$ cat config.mk
export PLATFORM = sky130hd
export DESIGN_NAME = epic_unit
export DESIGN_NICKNAME = d
export VERILOG_FILES = /design/src/core/epic_pkg.sv /design/src/core/epic_unit.sv
export SDC_FILE = /design/constraint.sdc
export NUM_CORES = 1
export LEC_CHECK = 0
export ABC_AREA = 1
export BUFFER_PORTS_ARGS = -buffer_cell sky130_fd_sc_hd__buf_4
export CORE_ASPECT_RATIO = 0.6
export CORE_MARGIN = 10
export CORE_UTILIZATION = 64
export DETAILED_ROUTE_END_ITERATION = 10
export PLACE_DENSITY = 0.85
export SLEW_MARGIN = 30
export SYNTH_ARGS = -nofsm -noshare
export SYNTH_HDL_FRONTEND = slang
export SYNTH_SLANG_ARGS = --single-unit
$ cat constraint.sdc
create_clock -name clk -period 30.5 [get_ports clk]
set_clock_uncertainty 0.05 [all_clocks]
set_input_delay 6.1 -clock clk [delete_from_list [all_inputs] [get_ports clk]]
set_output_delay 6.1 -clock clk [all_outputs]
set_load 0.01 [all_outputs]
$ cat src/core/epic_pkg.sv
// epic_pkg: register map, field positions, reset values and timing of the pin interrupt unit
package epic_pkg;

  // ****************************************
  // register byte offsets
  // ****************************************
  localparam logic [4:0] OFS_CTRL    = 5'h00;
  localparam logic [4:0] OFS_STATUS  = 5'h01;
  localparam logic [4:0] OFS_NMICFG  = 5'h02;
  localparam logic [4:0] OFS_NONMASKABLE_FLAG = 5'h03;
  localparam logic [4:0] OFS_EVOEN   = 5'h04;
  localparam logic [4:0] OFS_IENCLR  = 5'h08;
  localparam logic [4:0] OFS_IENSET  = 5'h0C;
  localparam logic [4:0] OFS_FLAGS   = 5'h10;
  localparam logic [4:0] OFS_WAKE    = 5'h14;
  localparam logic [4:0] OFS_CFGLO   = 5'h18;
  localparam logic [4:0] OFS_CFGHI   = 5'h1C;

  // ****************************************
  // field positions
  // ****************************************
  localparam int BIT_SOFT_RESET_BIT   = 0;
  localparam int BIT_ENABLE  = 1;
  localparam int BIT_BUSY    = 7;
  localparam int BIT_NONMASKABLE_FLAG = 0;
  localparam int BIT_FILTEN  = 3;
  localparam int CFG_W       = 4;
  localparam int MAX_PINS    = 16;

  // ****************************************
  // sense selections
  // ****************************************
  localparam logic [2:0] SNS_NONE = 3'h0;
  localparam logic [2:0] SNS_RISE = 3'h1;
  localparam logic [2:0] SNS_FALL = 3'h2;
  localparam logic [2:0] SNS_BOTH = 3'h3;
  localparam logic [2:0] SNS_HIGH = 3'h4;
  localparam logic [2:0] SNS_LOW  = 3'h5;

  // ****************************************
  // reset values and timing
  // ****************************************
  localparam logic [7:0]  RST_BYTE = 8'h00;
  localparam logic [31:0] RST_WORD = 32'h0000_0000;
  localparam int          SYNC_NS  = 30;
  localparam int          CLK_NS   = 10;
  localparam logic [3:0]  SYNC_CYC = 4'((SYNC_NS + CLK_NS - 1) / CLK_NS);

endpackage : epic_pkg

$ cat src/core/epic_unit.sv
// epic_unit: external pin interrupt unit with register bank, filters, events and wake request
//
// Functional notes
// - each pin has an event output enable bit gating its event
// - a sense match on an event-enabled pin emits that pin's event while the enable is in force
// - per-pin wake enable bit permits or forbids wake-up from that pin
// - wake needs a sense match and the pin's interrupt enable set
// - a synchronized operation raises the busy bit at once, clears when done
// - a synchronized write while busy stalls, is held, and completes unless a newer one replaces it
// - only software reset and enable bits go through synchronization
// - 8, 16 and 32 bit accesses reach any byte or half of a register
// - enable-protected registers ignore writes while the unit is enabled
// - enable is control bit 1; it takes effect after the sync delay
// - enable reads back at once; its write sets busy until done
// - writing one to control bit 0 resets all registers, zero does nothing
// - a software reset write discards every other bit of that access
// - reset bit reads one while running; it and busy clear together
// - filter takes three samples and passes their majority
// - request per pin while its flag and interrupt enable are both set
// - nonmaskable flag clears on writing one and always requests when set
// - sense selects none, rise, fall, both edges, high or low
`timescale 1ns/1ns
`default_nettype none

module epic_unit
  import epic_pkg::*;
#(
  parameter int NUM_PINS = 16
) (
  // clock and reset
  input  wire logic                clk,
  input  wire logic                rst,
  // register port
  input  wire logic [4:0]          bus_addr,
  input  wire logic [31:0]         bus_wdata,
  input  wire logic [3:0]          bus_be,
  input  wire logic                bus_we,
  input  wire logic                bus_re,
  output logic      [31:0]         bus_rdata,
  output logic                     bus_stall,
  // external pins
  input  wire logic [NUM_PINS-1:0] ext_irq_pin,
  input  wire logic                nmi_pin,
  // requests, events and wake
  output logic      [NUM_PINS-1:0] irq_req,
  output logic                     nmi_irq,
  output logic      [NUM_PINS-1:0] pin_event_out,
  output logic                     wake_req
);

  // ****************************************
  // sizes and checks
  // ****************************************
  localparam int N = NUM_PINS;
  localparam int M = NUM_PINS + 1;

  if (NUM_PINS < 1 || NUM_PINS > MAX_PINS) begin : g_bad_pins
    $error("epic_unit: NUM_PINS must lie between 1 and 16");
  end

  // the countdown is four bits wide, so the sync delay must lie in 1..15 cycles
  if ((SYNC_NS + CLK_NS - 1) / CLK_NS < 1 ||
      (SYNC_NS + CLK_NS - 1) / CLK_NS > 15) begin : g_bad_sync
    $error("epic_unit: sync delay must lie between 1 and 15 cycles");
  end

  // ****************************************
  // state
  // ****************************************
  typedef struct packed {
    logic [M-1:0] s1;       // first synchroniser stage
    logic [M-1:0] s2;       // second synchroniser stage
    logic [M-1:0] h0;       // older filter samples
    logic [M-1:0] h1;
    logic [M-1:0] prev;     // last conditioned level, for edges
    logic         en_rd;    // enable as written
    logic         en_act;   // enable in force
    logic         rst_bit;  // software reset under way
    logic [3:0]   cnt;      // sync delay countdown
    logic         pq_v;     // held control write
    logic [1:0]   pq_d;     // {enable, reset} of held write
    logic [3:0]   nmi_cfg;
    logic         nmi_flag;
    logic [N-1:0] evo_en;
    logic [N-1:0] irq_en;
    logic [N-1:0] flags;
    logic [N-1:0] wake_en;
    logic [63:0]  cfg;
    logic [N-1:0] ev_out;
    logic         wake;
    logic [31:0]  rdata;
  } epic_state_t;

  epic_state_t q_r;
  epic_state_t q_nxt;

  // ****************************************
  // per-pin conditioning and detection
  // ****************************************
  logic [M-1:0] fin;   // filtered or direct level
  logic [M-1:0] hit;   // sense condition met

  // slot N is the nonmaskable pin, configured from its own register
  // sense codes 6 and 7 detect nothing, like no detection
  for (genvar i = 0; i < M; i++) begin : g_pin
    logic [2:0] sns;
    logic       fen;
    logic       maj;
    if (i < N) begin : g_ext
      assign sns = q_r.cfg[i*CFG_W +: 3];
      assign fen = q_r.cfg[i*CFG_W + BIT_FILTEN];
    end else begin : g_nmi
      assign sns = q_r.nmi_cfg[2:0];
      assign fen = q_r.nmi_cfg[BIT_FILTEN];
    end
    // two of three samples win, so one glitch sample never passes
    assign maj = (q_r.s2[i] & q_r.h0[i]) | (q_r.s2[i] & q_r.h1[i])
               | (q_r.h0[i] & q_r.h1[i]);
    assign fin[i] = fen ? maj : q_r.s2[i];
    // level senses keep hitting, so a cleared flag sets again at once
    always_comb begin
      case (sns)
        SNS_NONE: hit[i] = 1'b0;
        SNS_RISE: hit[i] = fin[i] & ~q_r.prev[i];
        SNS_FALL: hit[i] = ~fin[i] & q_r.prev[i];
        SNS_BOTH: hit[i] = fin[i] ^ q_r.prev[i];
        SNS_HIGH: hit[i] = fin[i];
        SNS_LOW:  hit[i] = ~fin[i];
        default:  hit[i] = 1'b0;
      endcase
    end
  end

  // external pins only detect while the unit is enabled
  // so flags, events and wake all stay quiet until the enable takes hold
  logic [N-1:0] det;
  assign det = hit[N-1:0] & {N{q_r.en_act}};

  // ****************************************
  // bus decode
  // ****************************************
  logic [31:0] wm;      // byte lane mask
  logic [31:0] wd;      // masked write data
  logic [2:0]  word;
  logic        rst_wr;
  logic        ctl_wr;
  logic        prot;

  // byte enables give 8, 16 and 32 bit access to every lane
  // a narrow write leaves the other lanes of the register untouched
  assign wm = {{8{bus_be[3]}}, {8{bus_be[2]}},
               {8{bus_be[1]}}, {8{bus_be[0]}}};
  assign wd = bus_wdata & wm;
  assign word = bus_addr[4:2];
  assign rst_wr = bus_we && word == OFS_CTRL[4:2]
                  && wd[BIT_SOFT_RESET_BIT];
  // a control write with lane 0 enabled and no reset bit goes to the sync engine
  assign ctl_wr = bus_we && word == OFS_CTRL[4:2]
                  && bus_be[OFS_CTRL[1:0]] && !wd[BIT_SOFT_RESET_BIT];
  // guarded while enabled or still turning on or off
  // a write lost here is silent; software must disable and wait first
  assign prot = q_r.en_rd | q_r.en_act;

  // ****************************************
  // next state
  // ****************************************
  // one pass computes all next values; later assignments in the pass win,
  // which gives a finished software reset priority over everything else and
  // a pin hit priority over a flag clear
  always_comb begin
    logic       go;
    logic [1:0] gd;
    logic       req;
    logic [1:0] rd;
    logic [N-1:0] clr;
    go  = 1'b0;
    gd  = 2'b00;
    req = rst_wr | ctl_wr;
    rd  = {wd[BIT_ENABLE], rst_wr};
    clr = '0;
    q_nxt = q_r;

    // pin sampling; only the second stage reads the first
    q_nxt.s1   = {nmi_pin, ext_irq_pin};
    q_nxt.s2   = q_r.s1;
    q_nxt.h0   = q_r.s2;
    q_nxt.h1   = q_r.h0;
    q_nxt.prev = fin;

    // plain register writes; a reset write drops the whole access
    if (bus_we && !rst_wr) begin
      case (word)
        OFS_CTRL[4:2]: begin
          if (bus_be[OFS_NMICFG[1:0]]) begin
            q_nxt.nmi_cfg = wd[OFS_NMICFG[1:0]*8 +: 4];
          end
          if (wd[OFS_NONMASKABLE_FLAG[1:0]*8 + BIT_NONMASKABLE_FLAG]) begin
            q_nxt.nmi_flag = 1'b0;
          end
        end
        OFS_EVOEN[4:2]: begin
          if (!prot) begin
            q_nxt.evo_en = (q_r.evo_en & ~wm[N-1:0]) | wd[N-1:0];
          end
        end
        OFS_IENCLR[4:2]: begin
          q_nxt.irq_en = q_r.irq_en & ~wd[N-1:0];
        end
        OFS_IENSET[4:2]: begin
          q_nxt.irq_en = q_r.irq_en | wd[N-1:0];
        end
        OFS_FLAGS[4:2]: begin
          clr = wd[N-1:0];
        end
        OFS_WAKE[4:2]: begin
          if (!prot) begin
            q_nxt.wake_en = (q_r.wake_en & ~wm[N-1:0]) | wd[N-1:0];
          end
        end
        OFS_CFGLO[4:2]: begin
          if (!prot) begin
            q_nxt.cfg[31:0] = (q_r.cfg[31:0] & ~wm) | wd;
          end
        end
        OFS_CFGHI[4:2]: begin
          if (!prot) begin
            q_nxt.cfg[63:32] = (q_r.cfg[63:32] & ~wm) | wd;
          end
        end
        default: begin
          q_nxt.cfg = q_r.cfg;
        end
      endcase
    end

    // a new hit beats a clear in the same cycle
    q_nxt.flags = (q_r.flags & ~clr) | det;
    // the nonmaskable pin detects even while the unit is disabled
    if (hit[N]) begin
      q_nxt.nmi_flag = 1'b1;
    end

    // events and wake follow the detections one cycle later
    q_nxt.ev_out = det & q_r.evo_en;
    q_nxt.wake   = |(det & q_r.wake_en & q_r.irq_en);

    // sync engine: one operation at a time, a later one is held
    // only one write is held; a newer one replaces it, so software
    // that keeps writing while busy sees its last value win
    if (req) begin
      if (q_r.cnt != 4'h0 || q_r.pq_v) begin
        q_nxt.pq_v = 1'b1;
        q_nxt.pq_d = rd;
      end else begin
        go = 1'b1;
        gd = rd;
      end
    end
    if (q_r.cnt == 4'h0 && q_r.pq_v) begin
      go = 1'b1;
      gd = q_r.pq_d;
      if (!req) begin
        q_nxt.pq_v = 1'b0;
      end
    end
    if (q_r.cnt != 4'h0) begin
      q_nxt.cnt = q_r.cnt - 4'h1;
    end
    if (q_r.cnt == 4'h1) begin
      if (q_r.rst_bit) begin
        // all registers back to their initial state
        // this wins over any plain write landing in the same cycle
        q_nxt.rst_bit  = RST_BYTE[BIT_SOFT_RESET_BIT];
        q_nxt.en_rd    = RST_BYTE[BIT_ENABLE];
        q_nxt.en_act   = RST_BYTE[BIT_ENABLE];
        q_nxt.nmi_cfg  = RST_BYTE[3:0];
        q_nxt.nmi_flag = RST_BYTE[BIT_NONMASKABLE_FLAG];
        q_nxt.evo_en   = RST_WORD[N-1:0];
        q_nxt.irq_en   = RST_WORD[N-1:0];
        q_nxt.flags    = RST_WORD[N-1:0];
        q_nxt.wake_en  = RST_WORD[N-1:0];
        q_nxt.cfg      = {RST_WORD, RST_WORD};
        q_nxt.ev_out   = RST_WORD[N-1:0];
        q_nxt.wake     = 1'b0;
      end else begin
        q_nxt.en_act = q_r.en_rd;
      end
    end
    if (go) begin
      q_nxt.cnt = SYNC_CYC;
      if (gd[0]) begin
        q_nxt.rst_bit = 1'b1;
      end else begin
        q_nxt.en_rd = gd[1];
      end
    end

    // read data stand only in the cycle after the strobe
    // address bits 1:0 are ignored on reads: the whole word comes back and
    // the master picks its lanes, so narrow reads need no extra decode
    q_nxt.rdata = '0;
    if (bus_re) begin
      case (word)
        OFS_CTRL[4:2]: begin
          q_nxt.rdata[OFS_CTRL[1:0]*8 + BIT_SOFT_RESET_BIT]  = q_r.rst_bit;
          q_nxt.rdata[OFS_CTRL[1:0]*8 + BIT_ENABLE] = q_r.en_rd;
          q_nxt.rdata[OFS_STATUS[1:0]*8 + BIT_BUSY] =
            q_r.cnt != 4'h0 || q_r.pq_v;
          q_nxt.rdata[OFS_NMICFG[1:0]*8 +: 4] = q_r.nmi_cfg;
          q_nxt.rdata[OFS_NONMASKABLE_FLAG[1:0]*8 + BIT_NONMASKABLE_FLAG] = q_r.nmi_flag;
        end
        OFS_EVOEN[4:2]: begin
          q_nxt.rdata[N-1:0] = q_r.evo_en;
        end
        OFS_IENCLR[4:2], OFS_IENSET[4:2]: begin
          q_nxt.rdata[N-1:0] = q_r.irq_en;
        end
        OFS_FLAGS[4:2]: begin
          q_nxt.rdata[N-1:0] = q_r.flags;
        end
        OFS_WAKE[4:2]: begin
          q_nxt.rdata[N-1:0] = q_r.wake_en;
        end
        OFS_CFGLO[4:2]: begin
          q_nxt.rdata = q_r.cfg[31:0];
        end
        OFS_CFGHI[4:2]: begin
          q_nxt.rdata = q_r.cfg[63:32];
        end
        default: begin
          q_nxt.rdata = '0;
        end
      endcase
      // unused pin groups read as zero
      for (int k = 0; k < 8; k++) begin
        if ((word == OFS_CFGLO[4:2] && k >= N) ||
            (word == OFS_CFGHI[4:2] && k + 8 >= N)) begin
          q_nxt.rdata[k*CFG_W +: CFG_W] = 4'h0;
        end
      end
    end
  end

  // ****************************************
  // state register
  // ****************************************
  // every reset value of this unit is zero
  // pin history settles while disabled, so no false edge at enable
  always_ff @(posedge clk or posedge rst) begin
    if (rst) begin
      q_r <= '0;
    end else begin
      q_r <= q_nxt;
    end
  end

  // ****************************************
  // outputs
  // ****************************************
  // requests are plain gates on registered state, so they drop in the
  // same cycle as a flag clear or an enable clear
  assign irq_req       = q_r.flags & q_r.irq_en;
  assign nmi_irq       = q_r.nmi_flag;
  assign pin_event_out = q_r.ev_out;
  assign wake_req      = q_r.wake;
  assign bus_rdata     = q_r.rdata;
  // the master is not held; this flag shows a control write is queued
  assign bus_stall     = q_r.pq_v;

endmodule : epic_unit

`default_nettype wire

==> results of run 1 <==
synthesized netlist by cell type (all sizes together) (3+ instances only):
cell type,n,area (sq um)
o211ai,3,22.5
o21ai,141,706
a221oi,13,114
nand4,6,37.5
a22oi,6,45.0
a31oi,6,37.5
and2,5,31.3
inv,236,886
nand2,333,1260
o22ai,10,62.6
ha,37,463
nor3,19,95.1
nand3,62,320
a211oi,15,113
nor2,127,534
clkbuf,29,109
nand3b,5,37.5
a21oi,158,802
buf,57,410
dfrtp,277,6930
flip-flops by register name, indices dropped and copies added (netlist names), 16 cells and up:
register / flops
bus_rdata: 32
g_pin.fen: 17
g_pin.sns: 51
pin_event_out: 16
q_nxt: 51
q_r: 107
layout by cell type, fill, tap and decap left out, types with 2 or more instances in the layout:
master	netlist	routed
a211oi_1	15	15
a21oi_1	157	157
a221oi_1	13	13
a22oi_1	6	6
a31oi_1	6	6
a41oi_1	2	2
and2_1	5	5
buf_4	51	130
clkbuf_1	29	8
clkbuf_16	0	25
clkbuf_8	0	7
clkinv_1	2	2
clkinv_2	0	2
clkinvlp_4	0	2
dfrtp_1	277	277
ha_1	37	37
inv_1	222	219
inv_2	14	16
nand2_1	330	330
nand2_2	2	2
nand3_1	60	60
nand3_2	2	2
nand3b_1	5	5
nand4_1	6	6
nor2_1	114	113
nor2_2	8	8
nor2_4	5	6
nor3_1	19	19
o211ai_1	3	3
o21ai_0	133	133
o21ai_1	8	8
o22ai_1	10	10
xnor2_1	2	2
kinds of logic after synthesis:
logic type | Yosys count
compound gates | 357
xor+xnor | 2
fa+ha+maj | 37
buf+inv | 324
flops | 277
simple gates | 558
worst max-delay path: stages:
cell and delay, ns:
buf_4 0.14, inv_2 0.10, nand3_1 0.28, nand2_1 0.80, inv_1 0.12, nor2_2 0.24, inv_1 0.21, nor3_1 0.28
nor3_1 0.11
worst max path at each step:
stage	from	endpoint	depth (start not counted)
3_5_place_dp	rst	g_pin[16].sns[1]	4
4_1_cts	rst	q_r[176]	4
2_1_floorplan	rst	bus_rdata[0]	1
5_1_grt	bus_addr[4]	q_r[146]	10
3_3_place_gp	rst	g_pin[16].sns[2]	4
6_report	bus_addr[4]	q_r[151]	9
final cells by class:
type                            count  area [sq um]
Tap cell                          273           342
Inverter                          238           906
Sequential cell                   277          6930
Timing Repair Buffer              131           987
Fill cell                        1455          5340
Clock buffer                       40           752
Multi-Input combinational cell    954          4760
Clock inverter                      5          55.1
power by group through the flow:
stage          registers (mW)  clock network, mW  logic (mW)
6_report                0.592              0.312       0.377
5_1_grt                 0.605              0.330       0.425
4_1_cts                 0.586              0.314       0.371
3_5_place_dp            0.591                  0       0.366
3_3_place_gp            0.584                  0       0.347
2_1_floorplan           0.557                  0       0.268
through the flow:
stage | setup WS, ns | hold slack, ns | instances
after CTS | 22.52 | 0.291 | 1918
after detailed placement | 21.96 | 0.285 | 1873
after global placement | 21.69 | 0.284 | 1873
after floorplan | 16.71 | 0.281 | 1555
final | 22.43 | 0.293 | 1918
after global routing | 22.35 | 0.301 | 1918
layer usage:
| layer | vias up | part of all wire |
|---|---|---|
| met1 | 5265 | 0.40 |
| met2 | 773 | 0.43 |
| li1 | 5112 | - |
| met3 | 104 | 0.13 |
| met5 | - | 0 |
| met4 | 0 | 0.031 |
==> flow_summary.json, run 1 <==
{
  "ios": 129,
  "worstPathMaxFanout": 17,
  "grtUsageMet3": 0.0735,
  "ant_nets": 0,
  "synthCells": 1555,
  "worst_slew_pin_slew_ns": 1.09,
  "yosys_warnings": 0,
  "power_mw": 1.28,
  "clockRootBuffer": "clkbuf_16",
  "finalInstanceArea_sq_um": 14700,
  "r2r_slack_ns": 27.63,
  "fp.dieW_um": 205,
  "h-tree-depth": 1,
  "r2r_start": "q_r[190]",
  "postCtsHoldBufs": 0,
  "powerDensity_nw_per_um2": 86.9,
  "grtUsageMet1": 0.376,
  "seqPwrFrac": 0.462,
  "worstPathArrival_ns": 8.39,
  "layout-drive-gt1-share": 0.125,
  "final_core_util": 0.734,
  "switching_power_uw": 477,
  "ctsResizeCount": 0,
  "p_leak_nw": 7.68,
  "gp_congestion": 0.894,
  "synth-xor-area-share": 0.00134,
  "post_dp_cell_area_sq_um": 13900,
  "grt_pass1_vias": 10786,
  "whs_endpoint": "q_nxt[231]",
  "numCtsBuffers": 25,
  "critPathRequiredTime_ns": 30.82,
  "maxSlewHeadroom": 0.272,
  "place.port_buffers": 126,
  "yosysSeqAreaShare": 0.529,
  "critPathCaptureType": "flop",
  "path_class": "input port to flop",
  "cap_violations": 0,
  "clock_path_buffers": 3,
  "synth_area_sq_um": 13100,
  "clk-insertion-delay-late_ns": 0.53,
  "dr.first_iter.drc_count": 1736,
  "synth.distinct_cells": 37,
  "r2r-end": "g_pin[0].fen",
  "met2_usage": 0.395,
  "core.rowCount": 40,
  "max_freq_mhz": 124,
  "die_y_um": 131,
  "drv_slew": 0,
  "rsz0062_at_grt": "false",
  "min_from": "q_nxt[248]",
  "hpwlAfterDp_mm": 24.8,
  "critPathLaunchType": "input port",
  "finalHoldViolCount": 0,
  "syn_area_per_cell_sq_um": 8.42,
  "post-route-period-util": 0.265,
  "drc_errors": 0,
  "coreArea_sq_um": 20100,
  "antenna_found_initial": 0,
  "start_util": 0.652,
  "drt_wl_total_mm": 36.1,
  "antenna_cells": 0,
  "vias_per_cell": 5.87,
  "synth_top_family_by_area": "simple AND/OR/NAND/NOR gates",
  "busiest_layer": "met2",
  "synth_ff_type": "dfrtp_1",
  "die_area_sq_um": 26800,
  "swShare": 0.372,
  "synthArstFlopShare": 1.00,
  "clkSinkCount": 277,
  "clkSlewWorstSetupHoldPaths_ns": 0.07,
  "grt_max_degree": 137,
  "fin_crit_ns": 8.07,
  "synth_edf_count": 0,
  "overflow": 0,
  "cts_setup_buffers": 0,
  "synth_compound_area_frac": 0.149,
  "p_int_uw": 804,
  "syn_to_final_growth_pct": 12.5,
  "hp-class": "flop to flop",
  "synthesis.nets": 1654,
  "status": "finished, final reports clean",
  "synthAdderAreaFrac": 0.0354,
  "r2r_cells": 8,
  "holdPathStages": 0,
  "tritoncts": "yes",
  "finalSetupTns_ns": 0,
  "synthMuxAreaShare": 0,
  "clkPwrFrac": 0.244,
  "vias": 11254,
  "grt_use_total": 0.267,
  "grt_pass1_wl_mm": 56.9,
  "ir_worst_vdd_uv": 58.4,
  "ys_seq_elements": 277,
  "dr.pass1.iters": 7,
  "fin_nets": 1726,
  "pwr-share-comb": 0.294,
  "synth-simple-area-share": 0.178,
  "setup_viol": 0,
  "wl_per_cell_um": 18.8
}
Note: power is estimated with default switching activity, not from simulation.
==> run 2: changes to the inputs <==
--- a/config.mk
+++ b/config.mk
@@ -9,9 +9,9 @@
 export BUFFER_PORTS_ARGS = -buffer_cell sky130_fd_sc_hd__buf_4
 export CORE_ASPECT_RATIO = 0.6
 export CORE_MARGIN = 10
-export CORE_UTILIZATION = 64
+export CORE_UTILIZATION = 59
 export DETAILED_ROUTE_END_ITERATION = 10
-export PLACE_DENSITY = 0.85
+export PLACE_DENSITY = 0.8
 export SLEW_MARGIN = 30
 export SYNTH_ARGS = -nofsm -noshare
 export SYNTH_HDL_FRONTEND = slang
==> constraint.sdc (replaced) <==
create_clock -name clk -period 8.1 [get_ports clk]
set_clock_uncertainty 0.05 [all_clocks]
set_input_delay 1.62 -clock clk [delete_from_list [all_inputs] [get_ports clk]]
set_output_delay 1.62 -clock clk [all_outputs]
set_load 0.01 [all_outputs]
==> run 2 against run 1 <==
Flip-flop and latch count stayed put; final cell count is 0.63% higher; clock-buffer cell count is 3 lower; global-route usage is 1.8 points lower; clock power grew to 3.6 times the previous value; setup slack worse by 18 ns; wire length is 0.73% lower; critical path type unchanged; highest routed layer unchanged.
==> flow_summary.json, run 2 (same netlist as run 1, synthesis figures left out) <==
{
  "antenna_found_initial": 0,
  "critPathLaunchType": "input port",
  "power_mw": 4.77,
  "slowest_delay_ns": 0.77,
  "post_dp_cell_area_sq_um": 13900,
  "die_area_sq_um": 28700,
  "clock_path_buffers": 3,
  "place_inst": 1886,
  "final_cell_mix": "nand2_1 (330), dfrtp_1 (276), inv_1 (219)",
  "critPathRequiredTime_ns": 8.50,
  "fin_cells": 1930,
  "top_register": "q_r",
  "setup_viol": 0,
  "grt_pass1_vias": 10660,
  "vias_per_cell": 5.73,
  "h-tree-depth": 1,
  "hp-class": "flop to flop",
  "final_common_cell": "nand2_1",
  "rsz0062_at_grt": "false",
  "powerDensity_nw_per_um2": 324,
  "core.rowCount": 42,
  "finalInstanceArea_sq_um": 14700,
  "finalSetupTns_ns": 0,
  "dr.pass1.iters": 6,
  "grt_max_degree": 175,
  "ir_worst_vdd_uv": 180,
  "status": "finished, final reports clean",
  "grt_use_total": 0.250,
  "maxSlewHeadroom": 0.424,
  "drv_slew": 0,
  "ant_nets": 0,
  "grtUsageMet3": 0.0640,
  "worstPathArrival_ns": 3.92,
  "drc_errors": 0,
  "dr.first_iter.drc_count": 1386,
  "syn_to_final_growth_pct": 12.4,
  "overflow": 0,
  "grt_pass1_wl_mm": 57.2,
  "p_leak_nw": 7.67,
  "gp_congestion": 0.926,
  "r2r_cells": 8,
  "wl_per_cell_um": 18.6,
  "numCtsBuffers": 25,
  "met2_usage": 0.362,
  "cts_setup_buffers": 0,
  "fin_crit_ns": 3.53,
  "drt_wl_total_mm": 35.8,
  "ctsResizeCount": 0,
  "grtUsageMet1": 0.361,
  "worst_slew_pin_slew_ns": 0.862,
  "crit_path_cell_trace": "buf_4, inv_2, nand3_1, nand2_1, inv_1, nor2_2, inv_1, nor2_1, o21ai_0, a21oi_1",
  "path_class": "input port to flop",
  "max_freq_mhz": 284,
  "ios": 129,
  "fin_nets": 1727,
  "critPathMostFrequentCell": "inv_1",
  "fp.dieW_um": 212,
  "num-fill-cells": 1726,
  "layout-drive-gt1-share": 0.124,
  "clk-insertion-delay-late_ns": 0.53,
  "critPathCaptureType": "flop",
  "clockRootBuffer": "clkbuf_16",
  "place.port_buffers": 126,
  "cpMaxStageDelayCell": "nand2_1",
  "fin_ws_ns": 4.57,
  "finalHoldViolCount": 0,
  "largest_register_ffs": 107,
  "holdPathStages": 0,
  "hold_ws_ns": 0.294,
  "postCtsHoldBufs": 0,
  "worstPathMaxFanout": 17,
  "final_core_util": 0.672,
  "clkSinkCount": 277,
  "die_y_um": 135,
  "coreArea_sq_um": 21900,
  "place_ws_ns": 4.17,
  "post-route-period-util": 0.435,
  "start_util": 0.598,
  "cap_violations": 0,
  "hpwlAfterDp_mm": 25.1,
  "clkSlewWorstSetupHoldPaths_ns": 0.06,
  "vias": 11058,
  "busiest_layer": "met2",
  "tritoncts": "yes"
}
[run 2: changes by cell type in the layout (fill, tap and decap cells not counted), sizes merged]
cell and delta:
clkbuf -3, clkinvlp -1, clkinv +1, buf +1, diode +1
[run 2: worst max-delay path: cells and delay by family]
family,cells,cell delay (ns)
AOI/OAI and AO/OA,2,0.27
and+or+nand+nor,4,1.46
buffers and inverters,4,0.57
[run 2: area by class of cell]
cell class	instances	area [sq um]	area share
antenna	1	2.50	0.000170
sequential	277	6930	0.471
clock inverter	5	50.0	0.00340
timing repair buffer	132	1020	0.0695
tap	286	358	0.0243
inverter	238	897	0.0609
clock buffer	37	701	0.0476
multi-input combinational	954	4760	0.323
[run 2: path summary, 6_finish.rpt]
check | startpoint | endpoint | slack [ns]
min in group asynchronous | rst | q_r[207] | 1.21
max in group asynchronous | rst | bus_rdata[19] | 5.40
hold / removal | q_nxt[248] | q_nxt[231] | 0.29
setup / recovery | bus_addr[4] | q_r[150] | 4.57
hold reg to reg | q_nxt[248] | q_nxt[231] | 0.29
setup reg to reg | q_r[190] | g_pin[0].fen | 5.56
[run 2: routing by layer]
layer,vias up,wire length [um]
met5,-,0
met4,0,1020
met3,79,4360
met2,646,15300
met1,5224,15200
li1,5109,-
[run 2: power by group]
group | total [mW] | switching (mW) | internal [mW] | leakage, nW
clock network | 1.13 | 0.504 | 0.626 | 0.370
registers | 2.22 | 0.405 | 1.82 | 3.36
logic | 1.41 | 0.867 | 0.548 | 3.94
